$ cat config.mk
export PLATFORM = sky130hd
export DESIGN_NAME = dpc_top
export DESIGN_NICKNAME = d
export VERILOG_FILES = /design/src/dpc_pkg.sv /design/src/dpc_sync.sv /design/src/dpc_divider.sv /design/src/dpc_top.sv
export SDC_FILE = /design/constraint.sdc
export NUM_CORES = 2
export LEC_CHECK = 0
export BUFFER_PORTS_ARGS = -buffer_cell sky130_fd_sc_hd__buf_2
export CELL_PAD_IN_SITES_DETAIL_PLACEMENT = 1
export CELL_PAD_IN_SITES_GLOBAL_PLACEMENT = 1
export CORE_MARGIN = 5
export CORE_UTILIZATION = 50
export CTS_BUF_LIST = sky130_fd_sc_hd__clkbuf_8
export DETAILED_ROUTE_END_ITERATION = 12
export PLACE_DENSITY_LB_ADDON = 0.05
export SETUP_SLACK_MARGIN = 0.1
export SYNTH_ARGS = -nofsm -noshare
export SYNTH_HDL_FRONTEND = slang
export SYNTH_HIERARCHICAL = 1
export SYNTH_SLANG_ARGS = --single-unit
$ cat constraint.sdc
create_clock -name mclk -period 9.6 [get_ports mclk]
set_input_delay 0.96 -clock mclk [delete_from_list [all_inputs] [get_ports mclk]]
set_output_delay 0.96 -clock mclk [all_outputs]
set_load 0.02 [all_outputs]
$ cat src/dpc_pkg.sv
// ==========================================================
// shared constants and types
package dpc_pkg;
  // register byte addresses
  localparam logic [7:0] ADDR_GEAR_NUM = 8'h00;
  localparam logic [7:0] ADDR_GEAR_DEN = 8'h04;
  localparam logic [7:0] ADDR_CFG = 8'h08;
  localparam logic [7:0] ADDR_TGT_LO = 8'h0c;
  localparam logic [7:0] ADDR_TGT_HI = 8'h10;
  localparam logic [7:0] ADDR_HOLD = 8'h14;
  localparam logic [7:0] ADDR_MODE = 8'h18;
  localparam logic [7:0] ADDR_STATUS = 8'h1c;
  localparam logic [7:0] ADDR_IRQ_STS = 8'h20;
  localparam logic [7:0] ADDR_IRQ_MASK = 8'h24;
  localparam logic [7:0] ADDR_POSITION = 8'h28;
  // reset values
  localparam logic [15:0] RST_GEAR = 16'h03e8;
  localparam logic [15:0] RST_CFG = 16'h0000;
  localparam logic [15:0] RST_MODE = 16'h0000;
  localparam logic [15:0] RST_HOLD = 16'h0000;
  // control mode meaning position control, digital source
  localparam logic [15:0] MODE_DIGITAL_POS = 16'h0011;
  // positioning_config bit positions
  localparam int CFG_ABS = 0;
  localparam int CFG_AUTO = 1;
  localparam int CFG_RECIP = 2;
  localparam int CFG_POSTYPE = 3;
  localparam int CFG_DONE_LEVEL = 6;
  localparam int CFG_FIRST_RUN = 7;
  localparam int CFG_EN_LEVEL = 8;
  // interrupt status bits
  localparam int IRQ_DONE = 0;
  localparam int IRQ_UNSUP = 1;
  localparam int IRQ_W = 2;
  // completion hold time unit
  localparam int CLK_PERIOD_NS = 100;
  localparam int HOLD_UNIT_NS = 1000000;
  localparam int HOLD_UNIT_CYCLES = HOLD_UNIT_NS / CLK_PERIOD_NS;
  // sequencer states
  typedef enum logic [1:0] {
    ST_IDLE = 2'b00,
    ST_WAIT = 2'b01,
    ST_CALC = 2'b10,
    ST_MOVE = 2'b11
  } dpc_state_t;
  // command handed to the position loop
  typedef struct packed {
    logic [31:0] target;
    logic back;
  } dpc_move_t;
endpackage : dpc_pkg

$ cat src/dpc_sync.sv
`timescale 1ns/1ns
// ==========================================================
// two-flop synchroniser with rising-edge detect
module dpc_sync (
  input wire logic clk,
  input wire logic rstn,
  input wire logic din,
  output logic lvl,
  output logic rise
);
  logic s1_reg;
  logic s2_reg;
  logic s3_reg;
  // first flop feeds only the second
  always_ff @(posedge clk) begin
    if (!rstn) begin
      s1_reg <= 1'b0;
      s2_reg <= 1'b0;
      s3_reg <= 1'b0;
    end else begin
      s1_reg <= din;
      s2_reg <= s1_reg;
      s3_reg <= s2_reg;
    end
  end
  assign lvl = s2_reg;
  assign rise = s2_reg & ~s3_reg;
endmodule : dpc_sync

$ cat src/dpc_divider.sv
`timescale 1ns/1ns
// ==========================================================
// restoring unsigned divider, one quotient bit per cycle
module dpc_divider #(
  parameter int NW = 48,
  parameter int DW = 16
) (
  input wire logic clk,
  input wire logic rstn,
  input wire logic start,
  input wire logic [NW-1:0] dividend,
  input wire logic [DW-1:0] divisor,
  output logic [NW-1:0] quotient,
  output logic valid
);
  localparam int CW = $clog2(NW + 1);
  initial begin
    if (NW < 2 || DW < 1 || DW > NW) $error("dpc_divider: bad widths");
  end
  logic [DW:0] rem_reg;
  logic [DW-1:0] dvs_reg;
  logic [CW-1:0] cnt_reg;
  logic busy_reg;
  wire [DW:0] rem_sh = {rem_reg[DW-1:0], quotient[NW-1]};
  wire ge = rem_sh >= {1'b0, dvs_reg};
  // shift-subtract loop
  always_ff @(posedge clk) begin
    if (!rstn) begin
      rem_reg <= '0;
      dvs_reg <= '0;
      cnt_reg <= '0;
      busy_reg <= 1'b0;
      quotient <= '0;
      valid <= 1'b0;
    end else if (start) begin
      rem_reg <= '0;
      dvs_reg <= divisor;
      cnt_reg <= CW'(NW);
      busy_reg <= 1'b1;
      quotient <= dividend;
      valid <= 1'b0;
    end else if (busy_reg) begin
      rem_reg <= ge ? rem_sh - {1'b0, dvs_reg} : rem_sh;
      quotient <= {quotient[NW-2:0], ge};
      cnt_reg <= cnt_reg - CW'(1);
      busy_reg <= cnt_reg != CW'(1);
      valid <= cnt_reg == CW'(1);
    end else begin
      valid <= 1'b0;
    end
  end
endmodule : dpc_divider

$ cat src/dpc_top.sv
// The implementer's own choices: the placing of the registers and register access over APB.
`timescale 1ns/1ns
// Notes on behaviour
// - each position command is scaled by numerator over denominator, both 1..65535, reset 1000.
// - config bit 0 low means relative displacement, high means absolute position.
// - config bit 1 low starts cycles from the enable terminal, high repeats automatically.
// - terminal-started cycling is always continuous, never reciprocating.
// - config bit 2 selects continuous or reciprocating, the latter only in automatic cycling.
// - in position type any write to a target word starts a move to the new position.
// - position type together with continuous cycling is unsupported and makes no move.
// - config bit 6 low pulses completion for the hold time, high holds it while complete.
// - config bit 7 high makes the first move as soon as the run command arrives.
// - config bit 7 low delays the first move until enable terminal or automatic cycling.
// - config bits 4 and 5 are reserved and ignored.
// - positioning acts only while the control mode holds 0x0011.
// - config bit 8 low acts on an enable edge, high on the enable level.
module dpc_top #(
  parameter int HOLD_TICK_CYCLES = dpc_pkg::HOLD_UNIT_CYCLES
) (
  input wire logic mclk,
  input wire logic rstn,
  input wire logic psel,
  input wire logic penable,
  input wire logic pwrite,
  input wire logic [7:0] paddr,
  input wire logic [31:0] pwdata,
  output logic [31:0] prdata,
  output logic pready,
  output logic pslverr,
  input wire logic run_pin,
  input wire logic pos_enable_pin,
  input wire logic move_done_pin,
  output dpc_pkg::dpc_move_t move_cmd,
  output logic move_req,
  output logic pos_complete,
  output logic irq
);
  import dpc_pkg::*;
  initial begin
    if (HOLD_TICK_CYCLES < 1) $error("dpc_top: tick must be at least one cycle");
  end

  // ==========================================================
  // pin synchronisers
  logic run_lvl, en_lvl, en_rise, done_rise;
  dpc_sync u_run (.clk(mclk), .rstn(rstn), .din(run_pin), .lvl(run_lvl), .rise());
  dpc_sync u_en (.clk(mclk), .rstn(rstn), .din(pos_enable_pin), .lvl(en_lvl),
    .rise(en_rise));
  dpc_sync u_done (.clk(mclk), .rstn(rstn), .din(move_done_pin), .lvl(),
    .rise(done_rise));

  // ==========================================================
  // registers
  logic [15:0] gear_ratio_numerator_reg, gear_ratio_denominator_reg;
  logic [15:0] positioning_config_reg, target_low_word_reg, target_high_word_reg;
  logic [15:0] completion_hold_time_reg, control_mode_select_reg;
  logic [IRQ_W-1:0] irq_sts_reg, irq_mask_reg;
  logic [31:0] position_reg, origin_reg;
  logic [15:0] hold_cnt_reg;
  logic [31:0] tick_cnt_reg;
  dpc_state_t state_reg;
  logic first_reg, back_reg, tgt_wr_reg, stale_reg, sign_reg;

  // apb decode
  wire setup = psel & ~penable;
  wire acc = psel & penable & pready;
  wire wr = acc & pwrite;
  wire wr_num = wr && paddr == ADDR_GEAR_NUM;
  wire wr_den = wr && paddr == ADDR_GEAR_DEN;
  wire wr_cfg = wr && paddr == ADDR_CFG;
  wire wr_lo = wr && paddr == ADDR_TGT_LO;
  wire wr_hi = wr && paddr == ADDR_TGT_HI;
  wire wr_hold = wr && paddr == ADDR_HOLD;
  wire wr_mode = wr && paddr == ADDR_MODE;
  wire wr_sts = wr && paddr == ADDR_IRQ_STS;
  wire wr_mask = wr && paddr == ADDR_IRQ_MASK;
  wire mapped = paddr <= ADDR_POSITION && paddr[1:0] == 2'b00;

  // configuration decode, bits 4 and 5 never read
  wire [15:0] cfg = positioning_config_reg;
  wire cfg_abs = cfg[CFG_ABS];
  wire cfg_auto = cfg[CFG_AUTO];
  wire cfg_recip = cfg[CFG_RECIP] & cfg_auto;
  wire cfg_postype = cfg[CFG_POSTYPE];
  wire active = control_mode_select_reg == MODE_DIGITAL_POS;
  wire unsup = cfg_postype & ~cfg_recip;

  // trigger selection
  wire first_go = first_reg & cfg[CFG_FIRST_RUN];
  wire en_go = cfg[CFG_EN_LEVEL] ? en_lvl : en_rise;
  wire cyc_go = cfg_auto | en_go;
  wire pos_go = cfg_postype & tgt_wr_reg;
  wire trig = first_go | cyc_go | pos_go;
  wire in_wait = state_reg == ST_WAIT;
  wire launch = in_wait & run_lvl & active & trig & ~unsup;
  wire refuse = in_wait & run_lvl & active & trig & unsup;

  // ==========================================================
  // gear scaling of the signed target
  wire [31:0] target = {target_high_word_reg, target_low_word_reg};
  wire [31:0] mag = target[31] ? 32'h0 - target : target;
  wire [47:0] product = mag * gear_ratio_numerator_reg;
  wire [47:0] quotient;
  wire div_valid;
  dpc_divider #(.NW(48), .DW(16)) u_div (
    .clk(mclk),
    .rstn(rstn),
    .start(launch),
    .dividend(product),
    .divisor(gear_ratio_denominator_reg),
    .quotient(quotient),
    .valid(div_valid)
  );
  wire [31:0] scaled = sign_reg ? 32'h0 - quotient[31:0] : quotient[31:0];

  // destination: back stroke returns, forward stroke goes out
  wire [31:0] fwd_dest = cfg_abs ? scaled : position_reg + scaled;
  wire [31:0] back_dest = cfg_abs ? origin_reg : position_reg - scaled;
  wire [31:0] dest = back_reg ? back_dest : fwd_dest;

  // ==========================================================
  // apb register writes; zero gear values are refused
  always_ff @(posedge mclk) begin
    if (!rstn) begin
      gear_ratio_numerator_reg <= RST_GEAR;
      gear_ratio_denominator_reg <= RST_GEAR;
      positioning_config_reg <= RST_CFG;
      target_low_word_reg <= '0;
      target_high_word_reg <= '0;
      completion_hold_time_reg <= RST_HOLD;
      control_mode_select_reg <= RST_MODE;
      irq_mask_reg <= '0;
    end else begin
      if (wr_num && pwdata[15:0] != 16'h0) gear_ratio_numerator_reg <= pwdata[15:0];
      if (wr_den && pwdata[15:0] != 16'h0) gear_ratio_denominator_reg <= pwdata[15:0];
      if (wr_cfg) positioning_config_reg <= pwdata[15:0];
      if (wr_lo) target_low_word_reg <= pwdata[15:0];
      if (wr_hi) target_high_word_reg <= pwdata[15:0];
      if (wr_hold) completion_hold_time_reg <= pwdata[15:0];
      if (wr_mode) control_mode_select_reg <= pwdata[15:0];
      if (wr_mask) irq_mask_reg <= pwdata[IRQ_W-1:0];
    end
  end

  // apb answer: no wait states, registered data
  wire [31:0] status_word = {24'h0, state_reg, back_reg, stale_reg, unsup, pos_complete,
    first_reg, active};
  logic [31:0] rdata;
  always_comb begin
    unique case (paddr)
      ADDR_GEAR_NUM: rdata = {16'h0, gear_ratio_numerator_reg};
      ADDR_GEAR_DEN: rdata = {16'h0, gear_ratio_denominator_reg};
      ADDR_CFG: rdata = {16'h0, positioning_config_reg};
      ADDR_TGT_LO: rdata = {16'h0, target_low_word_reg};
      ADDR_TGT_HI: rdata = {16'h0, target_high_word_reg};
      ADDR_HOLD: rdata = {16'h0, completion_hold_time_reg};
      ADDR_MODE: rdata = {16'h0, control_mode_select_reg};
      ADDR_STATUS: rdata = status_word;
      ADDR_IRQ_STS: rdata = {30'h0, irq_sts_reg};
      ADDR_IRQ_MASK: rdata = {30'h0, irq_mask_reg};
      ADDR_POSITION: rdata = position_reg;
      default: rdata = 32'h0;
    endcase
  end
  always_ff @(posedge mclk) begin
    if (!rstn) begin
      pready <= 1'b0;
      prdata <= '0;
      pslverr <= 1'b0;
    end else begin
      pready <= setup;
      prdata <= setup && !pwrite ? rdata : 32'h0;
      pslverr <= setup & ~mapped;
    end
  end

  // ==========================================================
  // interrupt status, set wins over write-one-clear
  wire [IRQ_W-1:0] irq_set = {refuse, done_rise & (state_reg == ST_MOVE)};
  wire [IRQ_W-1:0] irq_clr = wr_sts ? pwdata[IRQ_W-1:0] : '0;
  always_ff @(posedge mclk) begin
    if (!rstn) begin
      irq_sts_reg <= '0;
      irq <= 1'b0;
    end else begin
      irq_sts_reg <= (irq_sts_reg & ~irq_clr) | irq_set;
      irq <= |(((irq_sts_reg & ~irq_clr) | irq_set) & irq_mask_reg);
    end
  end

  // ==========================================================
  // positioning sequencer
  always_ff @(posedge mclk) begin
    if (!rstn) begin
      state_reg <= ST_IDLE;
      first_reg <= 1'b0;
      back_reg <= 1'b0;
      sign_reg <= 1'b0;
      position_reg <= '0;
      origin_reg <= '0;
      move_cmd <= '0;
      move_req <= 1'b0;
    end else begin
      move_req <= 1'b0;
      if (!run_lvl || !active) begin
        state_reg <= ST_IDLE;
        back_reg <= 1'b0;
      end else begin
        unique case (state_reg)
          ST_IDLE: begin
            first_reg <= 1'b1;
            state_reg <= ST_WAIT;
          end
          ST_WAIT: if (launch) begin
            sign_reg <= target[31];
            state_reg <= ST_CALC;
          end
          ST_CALC: if (div_valid) begin
            move_cmd <= '{target: dest, back: back_reg};
            move_req <= 1'b1;
            if (!back_reg) origin_reg <= position_reg;
            state_reg <= ST_MOVE;
          end
          ST_MOVE: if (done_rise) begin
            position_reg <= move_cmd.target;
            back_reg <= cfg_recip & ~back_reg;
            first_reg <= 1'b0;
            state_reg <= ST_WAIT;
          end
        endcase
      end
    end
  end

  // target write tracking: a write arms position type, a launch consumes it
  always_ff @(posedge mclk) begin
    if (!rstn) begin
      tgt_wr_reg <= 1'b0;
      stale_reg <= 1'b0;
    end else begin
      tgt_wr_reg <= (wr_lo | wr_hi) | (tgt_wr_reg & ~launch);
      stale_reg <= ~(wr_lo | wr_hi) & (stale_reg | (launch & ~cfg_postype));
    end
  end

  // ==========================================================
  // completion output with hold-time tick divider
  wire tick = tick_cnt_reg == 32'(HOLD_TICK_CYCLES - 1);
  always_ff @(posedge mclk) begin
    if (!rstn) begin
      tick_cnt_reg <= '0;
      hold_cnt_reg <= '0;
      pos_complete <= 1'b0;
    end else begin
      tick_cnt_reg <= tick ? 32'h0 : tick_cnt_reg + 32'h1;
      if (state_reg == ST_MOVE && done_rise) begin
        pos_complete <= 1'b1;
        hold_cnt_reg <= completion_hold_time_reg;
        tick_cnt_reg <= '0;
      end else if (move_req || !run_lvl) begin
        pos_complete <= 1'b0;
      end else if (!cfg[CFG_DONE_LEVEL]) begin
        // drop on the tick that ends the last hold unit
        if (hold_cnt_reg == 16'h0 || (tick && hold_cnt_reg == 16'h1)) pos_complete <= 1'b0;
        if (tick && hold_cnt_reg != 16'h0) hold_cnt_reg <= hold_cnt_reg - 16'h1;
      end
    end
  end
endmodule : dpc_top

# Yosys cells after proc, flatten, opt, wreduce, memory -nomap -nowiden

Cells that the tools add are included.

Bits in registers: 401
Input port bits: 48
Output and inout bits: 70
Logic and storage cells: 200

$add $sub $neg: 8
Multiply operators: 1
Order comparisons: 2
Eq/ne operators: 24
Multiplexer cells: 30
Bitwise operators: 45
Reductions and logical operators: 48

Operators by type and width:

| cell                                                                     | count |
|---|---|
| 32-bit case mux with 11 select lines                                     | 1 |
| 32-bit 2-to-1 mux                                                        | 5 |
| 48-bit 2-to-1 mux                                                        | 2 |
| 16-bit 2-to-1 mux                                                        | 5 |
| 1-bit by 32-bit subtractor with 32-bit output (first input constant)     | 2 |
| 32-bit by 16-bit multiplier with 48-bit output                           | 1 |
| 32-bit by 1-bit adder with 32-bit output (second input constant)         | 1 |
| 32-bit adder                                                             | 1 |
| 32-bit by 14-bit equality test with 1-bit output (second input constant) | 1 |
| 8-bit by 5-bit equality test with 1-bit output (second input constant)   | 4 |
| 16-bit nonzero test                                                      | 2 |
| 32-bit subtractor                                                        | 1 |
| 8-bit by 6-bit equality test with 1-bit output (second input constant)   | 3 |
| 1-bit AND                                                                | 21 |
| 3-bit AND reduction                                                      | 6 |
| 17-bit by 16-bit greater-or-equal comparator with 1-bit output           | 1 |
| 16-bit by 1-bit equality test with 1-bit output (second input constant)  | 1 |
| 16-bit by 5-bit equality test with 1-bit output (second input constant)  | 1 |
| 8-bit by 4-bit equality test with 1-bit output (second input constant)   | 2 |
| 1-bit logical AND                                                        | 16 |
| 16-bit logical NOT                                                       | 1 |
| 16-bit by 1-bit subtractor with 16-bit output (second input constant)    | 1 |
| 16-bit subtractor                                                        | 1 |
| 1-bit inverter                                                           | 14 |
| 29 further kinds                                                         | 64 |

# Logic depth before layout (Yosys ltp)

Depth after elaboration: 11
Mapped depth: 37
Mapped depth without buffers: 34

# Cells and area by module

The synthesis kept the hierarchy.

Modules (own cells, without submodules):

| module      | instances | cells each | area each (µm²) | seq. area each (µm²) |
|---|---|---|---|---|
| dpc_top     | 1         | 4,125      | 33,641.0        | 6,105.9 |
| dpc_divider | 1         | 556        | 4,728.3         | 1,761.7 |
| dpc_sync    | 3         | 7          | 92.6            | 60.1 |

# Least setup slack after synthesis

Ideal clock, no wire load.

Kind: register to register
Start: register target_low_word_reg[0]
End: register u_div.quotient[45]
Library setup time: 0.115 ns
Data arrival time: 8.322 ns
Data required time: 9.485 ns
Setup slack: 1.163 ns
Stages on the path, launching flop included: 35
Path buffers: 4
Clock period less this slack: 8.437 ns
Path through: dfxtp_1 > clkbuf_1 > clkbuf_1 > inv_1 > ha_1 > nand3b_1 > or3_1 > or4b_4 > o41ai_1 > xnor2_1 > clkbuf_1 > nand2_1 > fa_1 > fa_1 > fa_1 > inv_1 > fa_1 > fa_1 > inv_1 > fa_1 > inv_1 > ha_1 > clkbuf_1 > o21ai_0 > a21bo_2 > o21ai_0 > a221oi_1 > a31oi_1 > a21oi_1 > nor2_1 > o41a_1 > xor2_1 > nand2_1 > o21ai_0 > and2_1

Cells in the longest elaborated chain, start to end: 4

RTL lines:

| item                                             | RTL line          | RTL |
|---|---|---|
| start: declaration                               | dpc_top.sv:55     | `logic [15:0] positioning_config_reg, target_low_word_reg, target_high_word_reg;` |
| start signal: assignment                         | dpc_top.sv:137    | `if (wr_lo) target_low_word_reg <= pwdata[15:0];` |
| 1-bit by 32-bit subtractor with 32-bit output    | dpc_top.sv:101    | `wire [31:0] mag = target[31] ? 32'h0 - target : target;` |
| 32-bit 2-to-1 mux *                              | dpc_top.sv:101    |  |
| 32-bit by 16-bit multiplier with 48-bit output * | dpc_top.sv:102    | `wire [47:0] product = mag * gear_ratio_numerator_reg;` |
| named net product[45]                            | dpc_top.sv:102    |  |
| 48-bit 2-to-1 mux *                              | dpc_divider.sv:35 | `end else if (start) begin` |
| end signal: assignment                           | dpc_divider.sv:40 | `quotient <= dividend;` |
| end signal: assignment                           | dpc_divider.sv:44 | `quotient <= {quotient[NW-2:0], ge};` |
| end: declaration                                 | dpc_divider.sv:13 | `output logic [NW-1:0] quotient,` |

The timed path passes the listed nets; every way through them passes the cells marked *.
A chain may end at the register's enable or synchronous reset.

# Final worst setup path

Start: register target_low_word_reg[0]
End: register u_div.quotient[47]

Same word-level chain as after synthesis.

==> flow_summary.yaml <==
status:
  status: "finished clean"
detailed_routing:
  wl_per_cell_um: 22.0
  totalWireLength_mm: 127
  drc: 0
  ant_nets: 0
  drtIter0Drc: 2203
  drtPass1Iterations: 8
  via_per_inst: 5.83
  routed-via-count: 33600
timing:
  rsz0062_at_grt: "false"
  final-setup-viol-count: 0
  hold_violations: 0
  fin_skew_ps: 37.1
  max_slew_margin_pct: 17.8
  worstMarginPinSlew_ps: 1220
  fin_crit_ps: 9140
  tns_ps: 0
  timing.final.crit_share_pct: 95.2
  maxSlewViolCount: 0
  max_freq_ghz: 0.109
  fin_hold_ws_ps: 427
synthesis:
  synth_nets: 5377
  synth_area_mm2: 0.0386
  synth_cells: 4699
  synth.avg_cell_area_um2: 8.22
  yosys_warnings: 6
placement:
  port_buffers: 101
  gp_congestion: 0.910
  place_hpwl_mm: 94.8
cts:
  clk_pin_slew_worst_paths_ps: 70
  cts_tree: "built"
  htree_num_levels: 3
  clockBufferDepth: 3
  root_buffer: "clkbuf_8"
  cts_buffers: 68
  cts_setup_buffers: 0
  clock_latency_ps: 680
  clock-sinks: 401
  hold_buffers: 0
floorplanning:
  initial_core_util_pct: 50.7
  fp.dieH_um: 288
  num_rows: 101
  num_io_pins: 118
  die_w_um: 288
  die-area_mm2: 0.0829
  core_mm2: 0.0762
finish:
  layout_common_cells: "795 x nand2_1, 589 x inv_1, 421 x fa_1"
  reg_top3: "u_div/quotient x48, move_cmd x33"
  num-nets-final: 5364
  postLayoutCoreUtil_pct: 54.4
  syn2layout_area_growth_pct: 7.35
  drive_above_1_share_pct: 7.94
  regMostFlops: "u_div/quotient"
  final_common_cell: "nand2_1"
  largest_reg_flops: 48
power:
  p_total_mw: 3.33
  peakVddDrop_uv: 113
  p_leak_nw: 18.2
  power.density_mw_per_mm2: 80.4
global_routing:
  grt_usage_pct: 30.6
  grt_pass1_vias: 36100
  grt_pass1_wl_mm: 202
  antenna_found_initial: 7
  gr-total-overflow: 0
  grt_max_degree: 117
setup_path:
  cp.required_ps: 10180
  r2r_slack_ps: 460
  path_delay_family: "adder cells"
  crit_path_start_kind: "flop"
  cp_common_cell: "fa_1"
  path_buf_inv: 5
  cpPeakStageDelay_ps: 570
  cp.arrival_ps: 9720
  crit_type: "reg2reg"
  slowest_stage: "or4b_4"
  cp-end-kind: "flop"
  cp_max_fo: 10
worst_hold_path:
  hold_path.class: "reg2reg"
run:
  cap_violations: 0
==> metrics by stage <==
| stage | setup WS [ps] | area, um2 | std cells |
|---|---|---|---|
| after floorplan | 1160 | 38600 | 4699 |
| after global routing | 117 | 41400 | 5767 |
| after detailed placement | 237 | 40000 | 5646 |
| after CTS | 254 | 41400 | 5767 |
| final | 458 | 41400 | 5768 |
| after global placement | 395 | 40000 | 5646 |
==> what timing repair did <==
item	4_1_cts	5_1_grt
endpoints found under the setup margin	0	5
endpoints found under the hold margin	0	0
gates resized for setup	0	3
==> layout make-up <==
cell class	instances	area, um2
clock buffers	84	1160
repair buffers	185	1140
diodes	1	2.50
fillers	9320	34800
well taps	1030	1290
clock inverters	37	220
flip-flops and latches	401	8040
inverters	571	2150
multi-input cells	3459	27500
==> metal layers <==
| metal | routed length (um) | global-route usage, % | vias up |
|---|---|---|---|
| met1 | 55100 | 40.1 | 17200 |
| met4 | 3890 | 9.06 | 0 |
| met5 | 0 | 0 | - |
| li1 | - | - | 15300 |
| met2 | 61900 | 53.4 | 847 |
| met3 | 5890 | 3.55 | 231 |
==> worst paths after layout <==
kind / startpoint / to / cells past startpoint
worst max register to register: target_low_word_reg[0] / u_div/quotient[47] / 31
worst min-delay path: u_en/s1_reg / u_en/lvl / 1
worst max-delay path: target_low_word_reg[0] / u_div/quotient[47] / 31
worst min register to register: u_en/s1_reg / u_en/lvl / 1
==> power breakdown <==
part           leakage, nW  switching [mW]  internal [mW]
Clock                0.789           0.769          0.826
Sequential            3.23         0.00245           1.67
Combinational         14.2          0.0532         0.0130
No activity file was read; power rests on OpenSTA's default activity.
